**src/inc/cfl_pkg.sv**
```systemverilog
// constants for the critical fault log configuration block
`default_nettype none
package cfl_pkg;
	localparam int unsigned NUM_INPUTS = 12;
	localparam logic [7:0] ADDR_CONTENT_SEL = 8'h47;
	localparam logic [7:0] ADDR_UV_EN_LOW   = 8'h48;
	localparam logic [7:0] ADDR_UV_OV_EN    = 8'h49;
	localparam logic [7:0] ADDR_OV_EN_HIGH  = 8'h4a;
	localparam logic [7:0] ADDR_EW_EN_LOW   = 8'h4b;
	localparam logic [7:0] ADDR_EW_EN_HIGH  = 8'h4c;
	localparam logic [7:0] ADDR_UNLOCK      = 8'h5d;
	localparam int unsigned UNLOCK_BIT      = 1;
	localparam int unsigned LOCK_STATUS_BIT = 0;
	localparam logic [7:0] RST_CONTENT_SEL  = 8'h00;
	localparam logic [7:0] RST_ENABLE       = 8'h00;
	localparam logic [7:0] MASK_CONTENT_SEL = 8'h03;
	localparam logic [7:0] MASK_EW_HIGH     = 8'h0f;
	typedef enum logic [1:0] {
		CFL_SAVE_BOTH  = 2'b00,
		CFL_SAVE_FLAGS = 2'b01,
		CFL_SAVE_ADC   = 2'b10,
		CFL_SAVE_NONE  = 2'b11
	} cfl_content_e;
endpackage
`default_nettype wire

```
**src/hdl/cfl_trigger.sv**
```systemverilog
// maps per-input fault conditions through their enable bits
`timescale 1ns/100ps
`default_nettype none
module cfl_trigger (
	// fault conditions, bit n is monitored input n+1
	input  wire logic [11:0] uv_in,
	input  wire logic [11:0] ov_in,
	input  wire logic [11:0] ew_in,
	// enable registers
	input  wire logic [7:0]  uv_en_low_in,
	input  wire logic [7:0]  uv_ov_en_in,
	input  wire logic [7:0]  ov_en_high_in,
	input  wire logic [7:0]  ew_en_low_in,
	input  wire logic [7:0]  ew_en_high_in,
	// result
	output logic      [11:0] failed_out,
	output logic             any_out
);
	logic [11:0] uv_en;
	logic [11:0] ov_en;
	logic [11:0] ew_en;

	assign uv_en = {uv_ov_en_in[3:0], uv_en_low_in};   // RL3 RL4
	assign ov_en = {ov_en_high_in, uv_ov_en_in[7:4]};  // RL5 RL6 RL7
	assign ew_en = {ew_en_high_in[3:0], ew_en_low_in}; // RL10
	// disabled conditions never reach the logger
	assign failed_out = (uv_in & uv_en) | (ov_in & ov_en) | (ew_in & ew_en); // RL11
	assign any_out = |failed_out; // RL11
endmodule
`default_nettype wire

```
**src/hdl/cfl_top.sv**
```systemverilog
// critical fault log configuration registers and log trigger
`timescale 1ns/100ps
`default_nettype none
// Function
// RL1: codes 00/01/10 select flags+adc, flags, adc
// RL2: code 11 saves nothing, logger off
// RL3: first enable bits gate undervoltage inputs 1-8
// RL4: second enable bits 0-3 gate undervoltage 9-12
// RL5: second enable bits 4-7 gate overvoltage 1-4
// RL6: third enable bits 0-6 gate overvoltage 5-11
// RL7: third enable bit 7 gates overvoltage 12
// RL8: enabled fault shuts supplies, starts log transfer
// RL9: stored log locks; write unlock bit to rearm
// RL10: early-warning enable bits also trigger logs
// RL11: only enabled conditions trigger; unused bits read zero
module cfl_top (
	// clock and reset
	input  wire logic        clk_sys_in,
	input  wire logic        rstn_in,
	// register port from the serial configuration engine
	input  wire logic [7:0]  reg_addr_in,
	input  wire logic        reg_wr_in,
	input  wire logic        reg_rd_in,
	input  wire logic [7:0]  reg_wdata_in,
	output logic      [7:0]  reg_rdata_out,
	output logic             reg_ack_out,
	// conditions from the converter compare, same clock
	input  wire logic [11:0] uv_fault_in,
	input  wire logic [11:0] ov_fault_in,
	input  wire logic [11:0] ew_fault_in,
	// supply control and nonvolatile log request
	output logic             supply_shutdown_out,
	output logic             log_start_out,
	output logic             log_save_flags_out,
	output logic             log_save_adc_out,
	output logic      [11:0] log_failed_lines_out,
	output logic             log_locked_out
);
	logic [7:0]  content_sel_reg;
	logic [7:0]  uv_en_low_reg;
	logic [7:0]  uv_ov_en_reg;
	logic [7:0]  ov_en_high_reg;
	logic [7:0]  ew_en_low_reg;
	logic [7:0]  ew_en_high_reg;
	logic [11:0] failed;
	logic        any_fault;
	logic        unlock_wr;
	logic        log_go;
	logic [7:0]  rdata_next;
	cfl_pkg::cfl_content_e mode;

	function automatic logic wr_hit(input logic [7:0] a);
		wr_hit = reg_wr_in && (reg_addr_in == a);
	endfunction

	cfl_trigger u_trigger (
		.uv_in         (uv_fault_in),
		.ov_in         (ov_fault_in),
		.ew_in         (ew_fault_in),
		.uv_en_low_in  (uv_en_low_reg),
		.uv_ov_en_in   (uv_ov_en_reg),
		.ov_en_high_in (ov_en_high_reg),
		.ew_en_low_in  (ew_en_low_reg),
		.ew_en_high_in (ew_en_high_reg),
		.failed_out    (failed),
		.any_out       (any_fault)
	);

	assign mode = cfl_pkg::cfl_content_e'(content_sel_reg[1:0]);
	assign unlock_wr = wr_hit(cfl_pkg::ADDR_UNLOCK) && reg_wdata_in[cfl_pkg::UNLOCK_BIT];
	// a locked log or a disabled logger never starts a transfer
	assign log_go = any_fault && !log_locked_out && (mode != cfl_pkg::CFL_SAVE_NONE); // RL2 RL9

	// configuration registers; unused bits are stored as zero
	always_ff @(posedge clk_sys_in or negedge rstn_in) begin
		if (!rstn_in) begin
			content_sel_reg <= cfl_pkg::RST_CONTENT_SEL;
			uv_en_low_reg   <= cfl_pkg::RST_ENABLE;
			uv_ov_en_reg    <= cfl_pkg::RST_ENABLE;
			ov_en_high_reg  <= cfl_pkg::RST_ENABLE;
			ew_en_low_reg   <= cfl_pkg::RST_ENABLE;
			ew_en_high_reg  <= cfl_pkg::RST_ENABLE;
		end else begin
			if (wr_hit(cfl_pkg::ADDR_CONTENT_SEL)) begin
				content_sel_reg <= reg_wdata_in & cfl_pkg::MASK_CONTENT_SEL; // RL11
			end
			if (wr_hit(cfl_pkg::ADDR_UV_EN_LOW)) begin
				uv_en_low_reg <= reg_wdata_in;
			end
			if (wr_hit(cfl_pkg::ADDR_UV_OV_EN)) begin
				uv_ov_en_reg <= reg_wdata_in;
			end
			if (wr_hit(cfl_pkg::ADDR_OV_EN_HIGH)) begin
				ov_en_high_reg <= reg_wdata_in;
			end
			if (wr_hit(cfl_pkg::ADDR_EW_EN_LOW)) begin
				ew_en_low_reg <= reg_wdata_in;
			end
			if (wr_hit(cfl_pkg::ADDR_EW_EN_HIGH)) begin
				ew_en_high_reg <= reg_wdata_in & cfl_pkg::MASK_EW_HIGH; // RL11
			end
		end
	end

	// read mux; unmapped addresses read zero
	always_comb begin
		rdata_next = 8'h00;
		unique case (reg_addr_in)
			cfl_pkg::ADDR_CONTENT_SEL: rdata_next = content_sel_reg;
			cfl_pkg::ADDR_UV_EN_LOW:   rdata_next = uv_en_low_reg;
			cfl_pkg::ADDR_UV_OV_EN:    rdata_next = uv_ov_en_reg;
			cfl_pkg::ADDR_OV_EN_HIGH:  rdata_next = ov_en_high_reg;
			cfl_pkg::ADDR_EW_EN_LOW:   rdata_next = ew_en_low_reg;
			cfl_pkg::ADDR_EW_EN_HIGH:  rdata_next = ew_en_high_reg;
			cfl_pkg::ADDR_UNLOCK:      rdata_next[cfl_pkg::LOCK_STATUS_BIT] = log_locked_out;
			default:                   rdata_next = 8'h00;
		endcase
	end

	always_ff @(posedge clk_sys_in or negedge rstn_in) begin
		if (!rstn_in) begin
			reg_rdata_out <= 8'h00;
			reg_ack_out   <= 1'b0;
		end else begin
			reg_ack_out <= reg_rd_in || reg_wr_in;
			if (reg_rd_in) begin
				reg_rdata_out <= rdata_next;
			end
		end
	end

	// shutdown holds until reset; restarting supplies is left to the sequencer reset
	always_ff @(posedge clk_sys_in or negedge rstn_in) begin
		if (!rstn_in) begin
			supply_shutdown_out <= 1'b0;
		end else if (any_fault) begin
			supply_shutdown_out <= 1'b1; // RL8
		end
	end

	// lock: a new log wins over an unlock in the same cycle
	always_ff @(posedge clk_sys_in or negedge rstn_in) begin
		if (!rstn_in) begin
			log_locked_out <= 1'b0;
		end else if (log_go) begin
			log_locked_out <= 1'b1; // RL9
		end else if (unlock_wr) begin
			log_locked_out <= 1'b0; // RL9
		end
	end

	// one-cycle transfer request with the content selection
	always_ff @(posedge clk_sys_in or negedge rstn_in) begin
		if (!rstn_in) begin
			log_start_out        <= 1'b0;
			log_save_flags_out   <= 1'b0;
			log_save_adc_out     <= 1'b0;
			log_failed_lines_out <= 12'h000;
		end else begin
			log_start_out <= log_go; // RL8
			if (log_go) begin
				log_save_flags_out   <= (mode == cfl_pkg::CFL_SAVE_BOTH)
					|| (mode == cfl_pkg::CFL_SAVE_FLAGS); // RL1
				log_save_adc_out     <= (mode == cfl_pkg::CFL_SAVE_BOTH)
					|| (mode == cfl_pkg::CFL_SAVE_ADC); // RL1
				log_failed_lines_out <= failed;
			end
		end
	end
endmodule
`default_nettype wire

```
**config.mk**
```make
export PLATFORM = sky130hd
export DESIGN_NAME = cfl_top
export DESIGN_NICKNAME = d
export VERILOG_FILES = /design/src/inc/cfl_pkg.sv /design/src/hdl/cfl_trigger.sv /design/src/hdl/cfl_top.sv
export SDC_FILE = /design/constraint.sdc
export NUM_CORES = 1
export LEC_CHECK = 0
export ABC_AREA = 1
export BUFFER_PORTS_ARGS = -buffer_cell sky130_fd_sc_hd__buf_4
export CAP_MARGIN = 20
export CORE_MARGIN = 5
export CORE_UTILIZATION = 25
export DETAILED_ROUTE_END_ITERATION = 8
export GPL_TIMING_DRIVEN = 0
export PLACE_DENSITY = 0.53
export SKIP_LAST_GASP = 1
export SLEW_MARGIN = 20
export SYNTH_ARGS = -nofsm -noshare
export SYNTH_HDL_FRONTEND = slang
export SYNTH_HIERARCHICAL = 1
export SYNTH_SLANG_ARGS = --single-unit
```
**constraint.sdc**
```tcl
create_clock -name clk_sys_in -period 3.45 [get_ports clk_sys_in]
set_input_delay 0.345 -clock clk_sys_in [delete_from_list [all_inputs] [get_ports clk_sys_in]]
set_output_delay 0.345 -clock clk_sys_in [all_outputs]
set_load 0.01 [all_outputs]
```
== Word-level counts from Yosys, hierarchy flattened ==
Cells that the tools add are included.
Storage, ports and cells
  memory bits (read-only): 0
  bits in writable memories: 0
  output and inout port bits: 26
  input port bits: 56
  logic and storage cells: 50
  bits in registers: 64
  memories: 0
  latch bits: 0
Operators by class
  reduce and logical (&&, ||, !) cells: 17
  multiply operators: 0
  div/mod/pow operators: 0
  bitwise gates (word level): 5
  shift-type cells: 0
  add/subtract/negate cells: 0
  eq/ne operators: 10
  mux-type cells: 4
  order comparisons: 0
Operators by type and width (number)
  $eq A8 B7 Y1 const B: 7
  $pmux W7 S6: 1
  $and A12 B12 Y12: 3
  $or A12 B12 Y12: 2
  $reduce_or A12 Y1: 1
  $logic_and A1 B1 Y1: 10
  $pmux W1 S7: 1
  $logic_or A1 B1 Y1: 3
  $eq A2 B1 Y1 const B: 1
  $eq A2 B2 Y1 const B: 1
  $logic_not A2 Y1: 1
  $mux W1: 2
  $ne A2 B2 Y1 const B: 1
  $reduce_bool A2 Y1: 1
  $logic_not A1 Y1: 1

== Logic depth before layout (Yosys ltp) ==
Gate-level depths: netlist of run 1.
  word-level depth: 7
  depth in mapped cells: 11
  mapped depth without buffers: 10

== Cells and area by module ==
Netlist of run 1, hierarchy kept.
Modules (own cells, without submodules)
  cfl_top: cells an instance 343, area each 2944.1 µm², instances 1, seq. area each 1601.5 µm²
  cfl_trigger: cells an instance 94, area each 374.1 µm², instances 1, seq. area each 0.0 µm²

== Worst setup path before layout of run 1 ==
OpenSTA, ideal clock, no wires.
  path kind: flip-flop to flip-flop
  start point: register ew_en_high_reg[3]
  end point: register log_locked_out
  clock period less this slack: 1.515 ns
  data required time: 3.308 ns
  library setup time: 0.142 ns
  stages on the path, launching flop included: 10
  path buffers: 1
  slack: 1.935 ns
  data arrival time: 1.373 ns
  path through: dfrtp_1 nand2_1 inv_1 nor2_2 nand2_1 nor2_1 nand3_1 nand3_1 clkbuf_1 o21ai_0
On the way
  word-level cells in the longest chain between the ends: 6
  elaborated cells between the ends (all ways): 7
  those cells by class: mux (1); bitwise (2); reduce/logical (4)
Ends and longest elaborated chain
  start: declaration: RTL line cfl_top.sv:44  | logic [7:0] ew_en_high_reg;
  start signal: assignment: RTL line cfl_top.sv:82  | ew_en_high_reg <= cfl_pkg::RST_ENABLE;
  start signal: assignment: RTL line cfl_top.sv:100  | ew_en_high_reg <= reg_wdata_in & cfl_pkg::MASK_EW_HIGH;
  $and A12 B12 Y12 (*): RTL line cfl_trigger.sv:27  | assign failed_out = (uv_in & uv_en) | (ov_in & ov_en) | (ew_in & ew_en);
  $or A12 B12 Y12 (*): RTL line cfl_trigger.sv:27
  $reduce_or A12 Y1 (*): RTL line cfl_trigger.sv:28  | assign any_out = |failed_out;
  named net any_fault: RTL line cfl_top.sv:46  | logic any_fault;
  $logic_and A1 B1 Y1 (*) (2 in a row): RTL line cfl_top.sv:72  | assign log_go = any_fault && !log_locked_out && (mode != cfl_pkg::CFL_SAVE_NONE);
  $mux W1 / $reduce_bool A2 Y1 (equally long branches)
  end signal: assignment: RTL line cfl_top.sv:144  | log_locked_out <= 1'b0;
  end signal: assignment: RTL line cfl_top.sv:146  | log_locked_out <= 1'b1;
  end signal: assignment: RTL line cfl_top.sv:148  | log_locked_out <= 1'b0;
  end: declaration: RTL line cfl_top.sv:37  | output logic log_locked_out
Mark *: on every way through the listed nets, which the timed path passes. The rest lies on a longest branch.
A chain may end at the register's enable or synchronous reset.

== Worst setup path after layout of run 1 ==
  start point: register ov_en_high_reg[0]
  end point: register log_locked_out
On the way
  word-level cells in the longest chain between the ends: 7
  elaborated cells between the ends (all ways): 8
  those cells by class: mux (1); bitwise (3); reduce/logical (4)
Ends and longest elaborated chain
  start: declaration: RTL line cfl_top.sv:42  | logic [7:0] ov_en_high_reg;
  start signal: assignment: RTL line cfl_top.sv:80  | ov_en_high_reg <= cfl_pkg::RST_ENABLE;
  start signal: assignment: RTL line cfl_top.sv:94  | ov_en_high_reg <= reg_wdata_in;
  $and A12 B12 Y12 (*): RTL line cfl_trigger.sv:27
  $or A12 B12 Y12 (*) (2 in a row): RTL line cfl_trigger.sv:27
  $reduce_or A12 Y1 (*): RTL line cfl_trigger.sv:28
  named net any_fault: RTL line cfl_top.sv:46
  $logic_and A1 B1 Y1 (*) (2 in a row): RTL line cfl_top.sv:72
  $mux W1 / $reduce_bool A2 Y1 (equally long branches)
Marks and branches as above.

==> impl_summary.txt, run 1 <==
----------------------------------------------------
[STA]
  Sum of negative setup slack ... 0 ns
  Minimum clock period after layout ... 2.04 ns
  Unrepaired setup endpoints after global routing ... false
  Fin. Hold Viols ... 0
  Max transition margin ... 44.7%
  Largest clock skew in the final design ... 0.00642 ns
  Share of the cycle needed by the critical path after routing ... 59.1%
  Final count of pins violating max slew ... 0
  Worst Tran Pin Value ... 0.829 ns
  Maximum frequency from static timing analysis ... 0.491 GHz
  Total setup violations reported at the end of the flow ... 0

[Drt]
  Average wire per standard cell ... 14.8 um
  Detailed-route DRC error count ... 0
  Routed WL ... 10500 um
  Initial detailed-routing violation count ... 196
  Via/cell ratio ... 4.35
  DR vias ... 3083
  Antenna Nets Post-Route ... 0
  Number of optimization iterations in the first detailed-route pass ... 4

[Cells and area]
  Antenna Diode Count ... 0
  Fraction of final layout cells with drive strength greater than 1 ... 25.6%
  Most flops, register ... log_failed_lines_out
  Final Core Density ... 34.2%
  Max reg flops ... 12
  Area added between synthesis and finish ... 35.4%
  Total Nets Final ... 583

[Global route]
  Global-route congestion overflow total ... 0
  Maximum number of pins on one net before global-route repair ... 65
  Antenna violations before repair ... 0
  First-pass GRT wire length ... 16900 um
  Global-route usage over all layers ... 13.7%
  Vias in the first global route ... 3203

[Hold path]
  Type of the most critical hold path ... input pin to asynchronous set/reset pin

[Floorplanning]
  Core area ... 0.0131 sq mm
  Initial core utilization ... 25.2%
  Area enclosed by the die boundary ... 0.0157 sq mm
  Placement Rows ... 42
  IO Pins ... 82
  Floorplan die height ... 125 um
  X dimension of the die ... 125 um

[Pwr]
  Net Sw Frac ... 25.7%
  Worst voltage drop across the vdd grid ... 0.245 mV
  Leakage power ... 2.48 nW
  Power after layout ... 0.00238 W
  Total internal power ... 0.00177 W
  Pwr/cell area ... 531 mW/mm^2
  Sw Pwr ... 0.000613 W
  Clock power share ... 45.1%
  Part of the power in registers ... 38.3%
  Gate power share ... 16.6%

[Clock network]
  Setup bufs post-CTS ... 0
  Total CTS buffers ... 9
  Number of resized instances in the post-cts repair step ... 0
  Clock tree from TritonCTS ... yes
  Deepest level of the CTS H-tree ... 3
  Root Buffer Master ... clkbuf_16
  Worst skew pair latency ... 0.33 ns
  Hold-fix buffers, CTS ... 0
  Clock transition at the registers of the reported paths ... 0.06 ns
  Clock Sink Count ... 64
  Clock Tree Buf Depth ... 2

[Yosys]
  Cell area after synthesis ... 0.00331 sq mm
  Warnings from Yosys ... 6
  Gate count of the mapped netlist ... 436
  Post-Syn Nets ... 492
  Syn avg cell area ... 7.60 sq um

[Placement]
  Placer's final routability congestion estimate ... 0.816
  HPWL after DPL ... 8040 um
  Buffers on Ports ... 80

[Worst setup path]
  Required time at the worst-slack endpoint ... 3.64 ns
  Launch instance of the worst register-to-register path ... ov_en_high_reg[0]$_DFFE_PN0P_
  Crit start category ... flop
  Launching element of the worst setup path ... ov_en_high_reg[0]$_DFFE_PN0P_
  Worst setup path category ... flop to flop
  Biggest fanout along the worst timing path ... 10
  Arrival time at the worst endpoint ... 2.22 ns
  Worst setup EP type ... flop

[Run]
  Maximum capacitance violations ... 0

[Outcome]
  Status ... completed

----------------------------------------------------
## worst max-delay path: stages, from the launching register on
cell and delay, ns:
dfrtp_1 0.40, nand2_1 0.11, nand2_1 0.06, nor2_1 0.22, nand2_1 0.08, nor2_1 0.12, nand3_1 0.12, nand3_1 0.25
clkbuf_1 0.38, o21ai_0 0.15
## stage by stage
step | hold slack, ns | setup slack (ns) | area [sq um] | instances
after floorplan | 0.0494 | 1.93 | 3310 | 436
after global placement | 0.465 | 1.30 | 4140 | 692
after detailed placement | 0.467 | 1.30 | 4140 | 692
after CTS | 0.144 | 1.35 | 4490 | 708
after global routing | 0.170 | 1.22 | 4490 | 708
final | 0.105 | 1.41 | 4490 | 708
## per-layer routing
metal / global-route usage (%) / vias up / part of all wire [%]
met2: 22.4 / 96 / 47
met1: 18.2 / 1435 / 45
met5: 0 / - / 0
met3: 3.97 / 7 / 6.9
met4: 2.68 / 0 / 0.97
li1: - / 1545 / -
## worst paths after layout
path | slack (ns) | cells past startpoint | to
hold reg to reg | 0.48 | 2 | log_failed_lines_out[10]$_DFFE_PN0P_
setup reg to reg | 1.41 | 9 | log_locked_out$_DFFE_PN0P_
hold / removal | 0.10 | 1 | log_failed_lines_out[0]$_DFFE_PN0P_
setup / recovery | 1.41 | 9 | log_locked_out$_DFFE_PN0P_
max in group asynchronous | 2.79 | 1 | ew_en_low_reg[0]$_DFFE_PN0P_
min in group clk_sys_in | 0.25 | 3 | ew_en_low_reg[6]$_DFFE_PN0P_
## layout make-up
class	count	area (sq um)
multi-input cells	310	1440
fillers	1416	8650
plain buffers	12	90.1
clock inverters	6	115
repair buffers	80	601
flip-flops and latches	64	1600
clock buffers	10	239
well taps	176	220
inverters	50	188
## cell usage in the layout (no fill, tap or decap), drive strengths merged
cell and count:
a21oi 1, buf 89, bufinv 3, clkbuf 13, clkinv 2, clkinvlp 1, dfrtp 64, inv 50
mux2 1, nand2 182, nand3 31, nor2 36, nor3 1, o21a 8, o21ai 48, o21bai 1
or2 1
## power by group through the flow
stage / registers (W) / logic, W / clock network (W)
finish: 0.000913 / 0.000396 / 0.00107
global route: 0.000926 / 0.000446 / 0.00113
CTS: 0.000914 / 0.000404 / 0.00109
detailed placement: 0.000927 / 0.000403 / 0
global placement: 0.000920 / 0.000401 / 0
floorplan: 0.000947 / 0.000143 / 0
Note: power is estimated with default switching activity, not from simulation.
==> inputs of run 2 (changes only) <==
==> constraint.sdc (replaced) <==
create_clock -name clk_sys_in -period 2.1 [get_ports clk_sys_in]
set_input_delay 0.21 -clock clk_sys_in [delete_from_list [all_inputs] [get_ports clk_sys_in]]
set_output_delay 0.21 -clock clk_sys_in [all_outputs]
set_load 0.01 [all_outputs]
==> run 2 against run 1 <==
Against the previous run: the flow now finishes with violations (negative hold slack); register-to-register slack got worse by 1.1 ns; critical endpoint is now log_failed_lines_out[6]$_DFFE_PN0P_; highest routed layer unchanged; worst setup slack got worse by 1.1 ns; die area unchanged; non-clock buffer count unchanged; first-iteration DRC count grew 1.0%.
==> impl_summary.txt, run 2 (synthesis results as in run 1) <==
----------------------------------------------------
[Clock network]
  Clock transition at the registers of the reported paths ... 0.06 ns (about the same)
  Total CTS buffers ... 9 (unchanged)
  Clock tree from TritonCTS ... yes (unchanged)
  Clock Sink Count ... 64 (unchanged)
  Deepest level of the CTS H-tree ... 3 (unchanged)
  Setup bufs post-CTS ... 0 (unchanged)
  Worst skew pair latency ... 0.33 ns (about the same)
  Root Buffer Master ... clkbuf_16 (unchanged)
  Clock Tree Buf Depth ... 2 (unchanged)
  Number of resized instances in the post-cts repair step ... 0 (unchanged)
  Hold-fix buffers, CTS ... 0 (unchanged)

[STA]
  Minimum clock period after layout ... 1.80 ns (was 2.04 ns)
  Share of the cycle needed by the critical path after routing ... 85.7% (was 59.1%)
  Sum of negative setup slack ... 0 ns (unchanged)
  Final count of pins violating max slew ... 0 (unchanged)
  Maximum frequency from static timing analysis ... 0.556 GHz (was 0.491 GHz)
  Largest clock skew in the final design ... 0.00592 ns (was 0.00642 ns)
  Worst Tran Pin Value ... 0.829 ns (about the same)
  Total setup violations reported at the end of the flow ... 0 (unchanged)
  Max transition margin ... 44.7% (about the same)
  Unrepaired setup endpoints after global routing ... false (unchanged)
  Worst-case hold slack ... -0.0295 ns (was 0.105 ns)
  Fin. Hold Viols ... 28 (was 0)

[Hold path]
  Type of the most critical hold path ... input pin to asynchronous set/reset pin (unchanged)

[Floorplanning]
  Core area ... 0.0131 sq mm (unchanged)
  Initial core utilization ... 25.2% (unchanged)
  X dimension of the die ... 125 um (unchanged)
  Area enclosed by the die boundary ... 0.0157 sq mm (unchanged)
  Placement Rows ... 42 (unchanged)
  IO Pins ... 82 (unchanged)
  Floorplan die height ... 125 um (unchanged)

[Outcome]
  Status ... complete, but fails checks (was completed)
  Violated checks ... negative hold slack

[Placement]
  HPWL after DPL ... 8040 um (unchanged)
  Buffers on Ports ... 80 (unchanged)
  Placed standard-cell area ... 0.00414 sq mm (unchanged)
  Placer's final routability congestion estimate ... 0.816 (unchanged)

[Pwr]
  Worst voltage drop across the vdd grid ... 0.402 mV (was 0.245 mV)
  Pwr/cell area ... 870 mW/mm^2 (was 531 mW/mm^2)
  Leakage power ... 2.48 nW (about the same)

[Cells and area]
  Area of all placed cells without fillers ... 0.00450 sq mm (was 0.00449 sq mm)
  Total Nets Final ... 583 (unchanged)
  Most common cell after layout, fill and taps aside ... nand2_1 (unchanged)
  Max reg flops ... 12 (unchanged)
  Area added between synthesis and finish ... 35.6% (was 35.4%)
  Most flops, register ... log_failed_lines_out (unchanged)
  Fraction of final layout cells with drive strength greater than 1 ... 25.9% (was 25.6%)
  Most used cells in the layout excluding fill and tap cells ... nand2_1, buf_4, dfrtp_1 (unchanged)
  Antenna Diode Count ... 0 (unchanged)

[Global route]
  Antenna violations before repair ... 0 (unchanged)
  Global-route usage over all layers ... 13.7% (unchanged)
  Maximum number of pins on one net before global-route repair ... 65 (unchanged)
  Vias in the first global route ... 3203 (unchanged)
  First-pass GRT wire length ... 16900 um (unchanged)
  Global-route congestion overflow total ... 0 (unchanged)

[Drt]
  Detailed-route DRC error count ... 0 (unchanged)
  DR vias ... 3085 (was 3083)
  Antenna Nets Post-Route ... 0 (unchanged)
  Routed WL ... 10500 um (about the same)
  Number of optimization iterations in the first detailed-route pass ... 4 (unchanged)
  Via/cell ratio ... 4.36 (was 4.35)
  Initial detailed-routing violation count ... 198 (was 196)
  Average wire per standard cell ... 14.8 um (about the same)

[Worst setup path]
  Required time at the worst-slack endpoint ... 2.32 ns (was 3.64 ns)
  Arrival time at the worst endpoint ... 2.02 ns (was 2.22 ns)
  Worst setup EP type ... flop (unchanged)
  Worst setup path category ... flop to flop (unchanged)
  Biggest fanout along the worst timing path ... 10 (unchanged)
  Crit start category ... flop (unchanged)

[Run]
  Maximum capacitance violations ... 0 (unchanged)

----------------------------------------------------
-- run 2: cell count changes in the layout (fill, tap and decap cells not counted) --
cell and change:
nand3_2 +1, clkbuf_2 +1, clkbuf_1 -1, nand3_1 -1
-- run 2: path summary, 6_finish.rpt --
kind,startpoint,to,slack (ns),cells after the start
setup / recovery,ov_en_high_reg[0]$_DFFE_PN0P_,log_failed_lines_out[6]$_DFFE_PN0P_,0.30,11
hold / removal,rstn_in,log_failed_lines_out[0]$_DFFE_PN0P_,-0.03,1
setup reg to reg,ov_en_high_reg[0]$_DFFE_PN0P_,log_failed_lines_out[6]$_DFFE_PN0P_,0.30,11
hold reg to reg,log_failed_lines_out[10]$_DFFE_PN0P_,log_failed_lines_out[10]$_DFFE_PN0P_,0.48,2
max in group asynchronous,rstn_in,ew_en_low_reg[0]$_DFFE_PN0P_,1.57,1
min in group clk_sys_in,reg_wdata_in[6],ew_en_low_reg[6]$_DFFE_PN0P_,0.12,3
-- run 2: critical path, cell delays in order, from the launching register on --
cell	delay, ns
dfrtp_1	0.40
nand2_1	0.11
nand2_1	0.06
nor2_1	0.22
nand2_1	0.08
nor2_1	0.12
nand3_1	0.13
nand3_2	0.17
inv_1	0.10
buf_2	0.18
nand2_1	0.07
nand2_1	0.04
-- run 2: cell type report --
| cell class | count | area, sq um |
|---|---|---|
| clock buffers | 10 | 239 |
| clock inverters | 6 | 115 |
| plain buffers | 12 | 91.3 |
| well taps | 176 | 220 |
| fillers | 1416 | 8640 |
| flip-flops and latches | 64 | 1600 |
| inverters | 50 | 188 |
| multi-input cells | 310 | 1440 |
| repair buffers | 80 | 601 |
-- run 2: per-stage QoR --
stage	util, %	std cells	hold WS (ns)	power [W]	setup WS [ns]
6_report	34.2	708	-0.0295	0.00391	0.301
5_1_grt	34.2	708	0.0352	0.00411	0.101
4_1_cts	34.2	708	0.00918	0.00395	0.000209
3_5_place_dp	31.5	692	0.351	0.00218	0.0119
3_3_place_gp	31.5	692	0.360	0.00217	0.0321
2_1_floorplan	-	436	-0.0856	0.00179	0.585
-- run 2: metal layers --
| layer | track usage (%) | wire length (um) | vias to the layer above |
|---|---|---|---|
| li1 | - | - | 1548 |
| met3 | 3.97 | 749 | 7 |
| met4 | 2.68 | 102 | 0 |
| met1 | 18.2 | 4680 | 1432 |
| met2 | 22.4 | 4930 | 98 |
| met5 | 0 | 0 | - |
-- run 2: report_power, final --
part,internal (W),switching [W],leakage [nW]
Combinational,0.000312,0.000340,1.51
Clock,0.00120,0.000564,0.169
Sequential,0.00140,0.000102,0.801
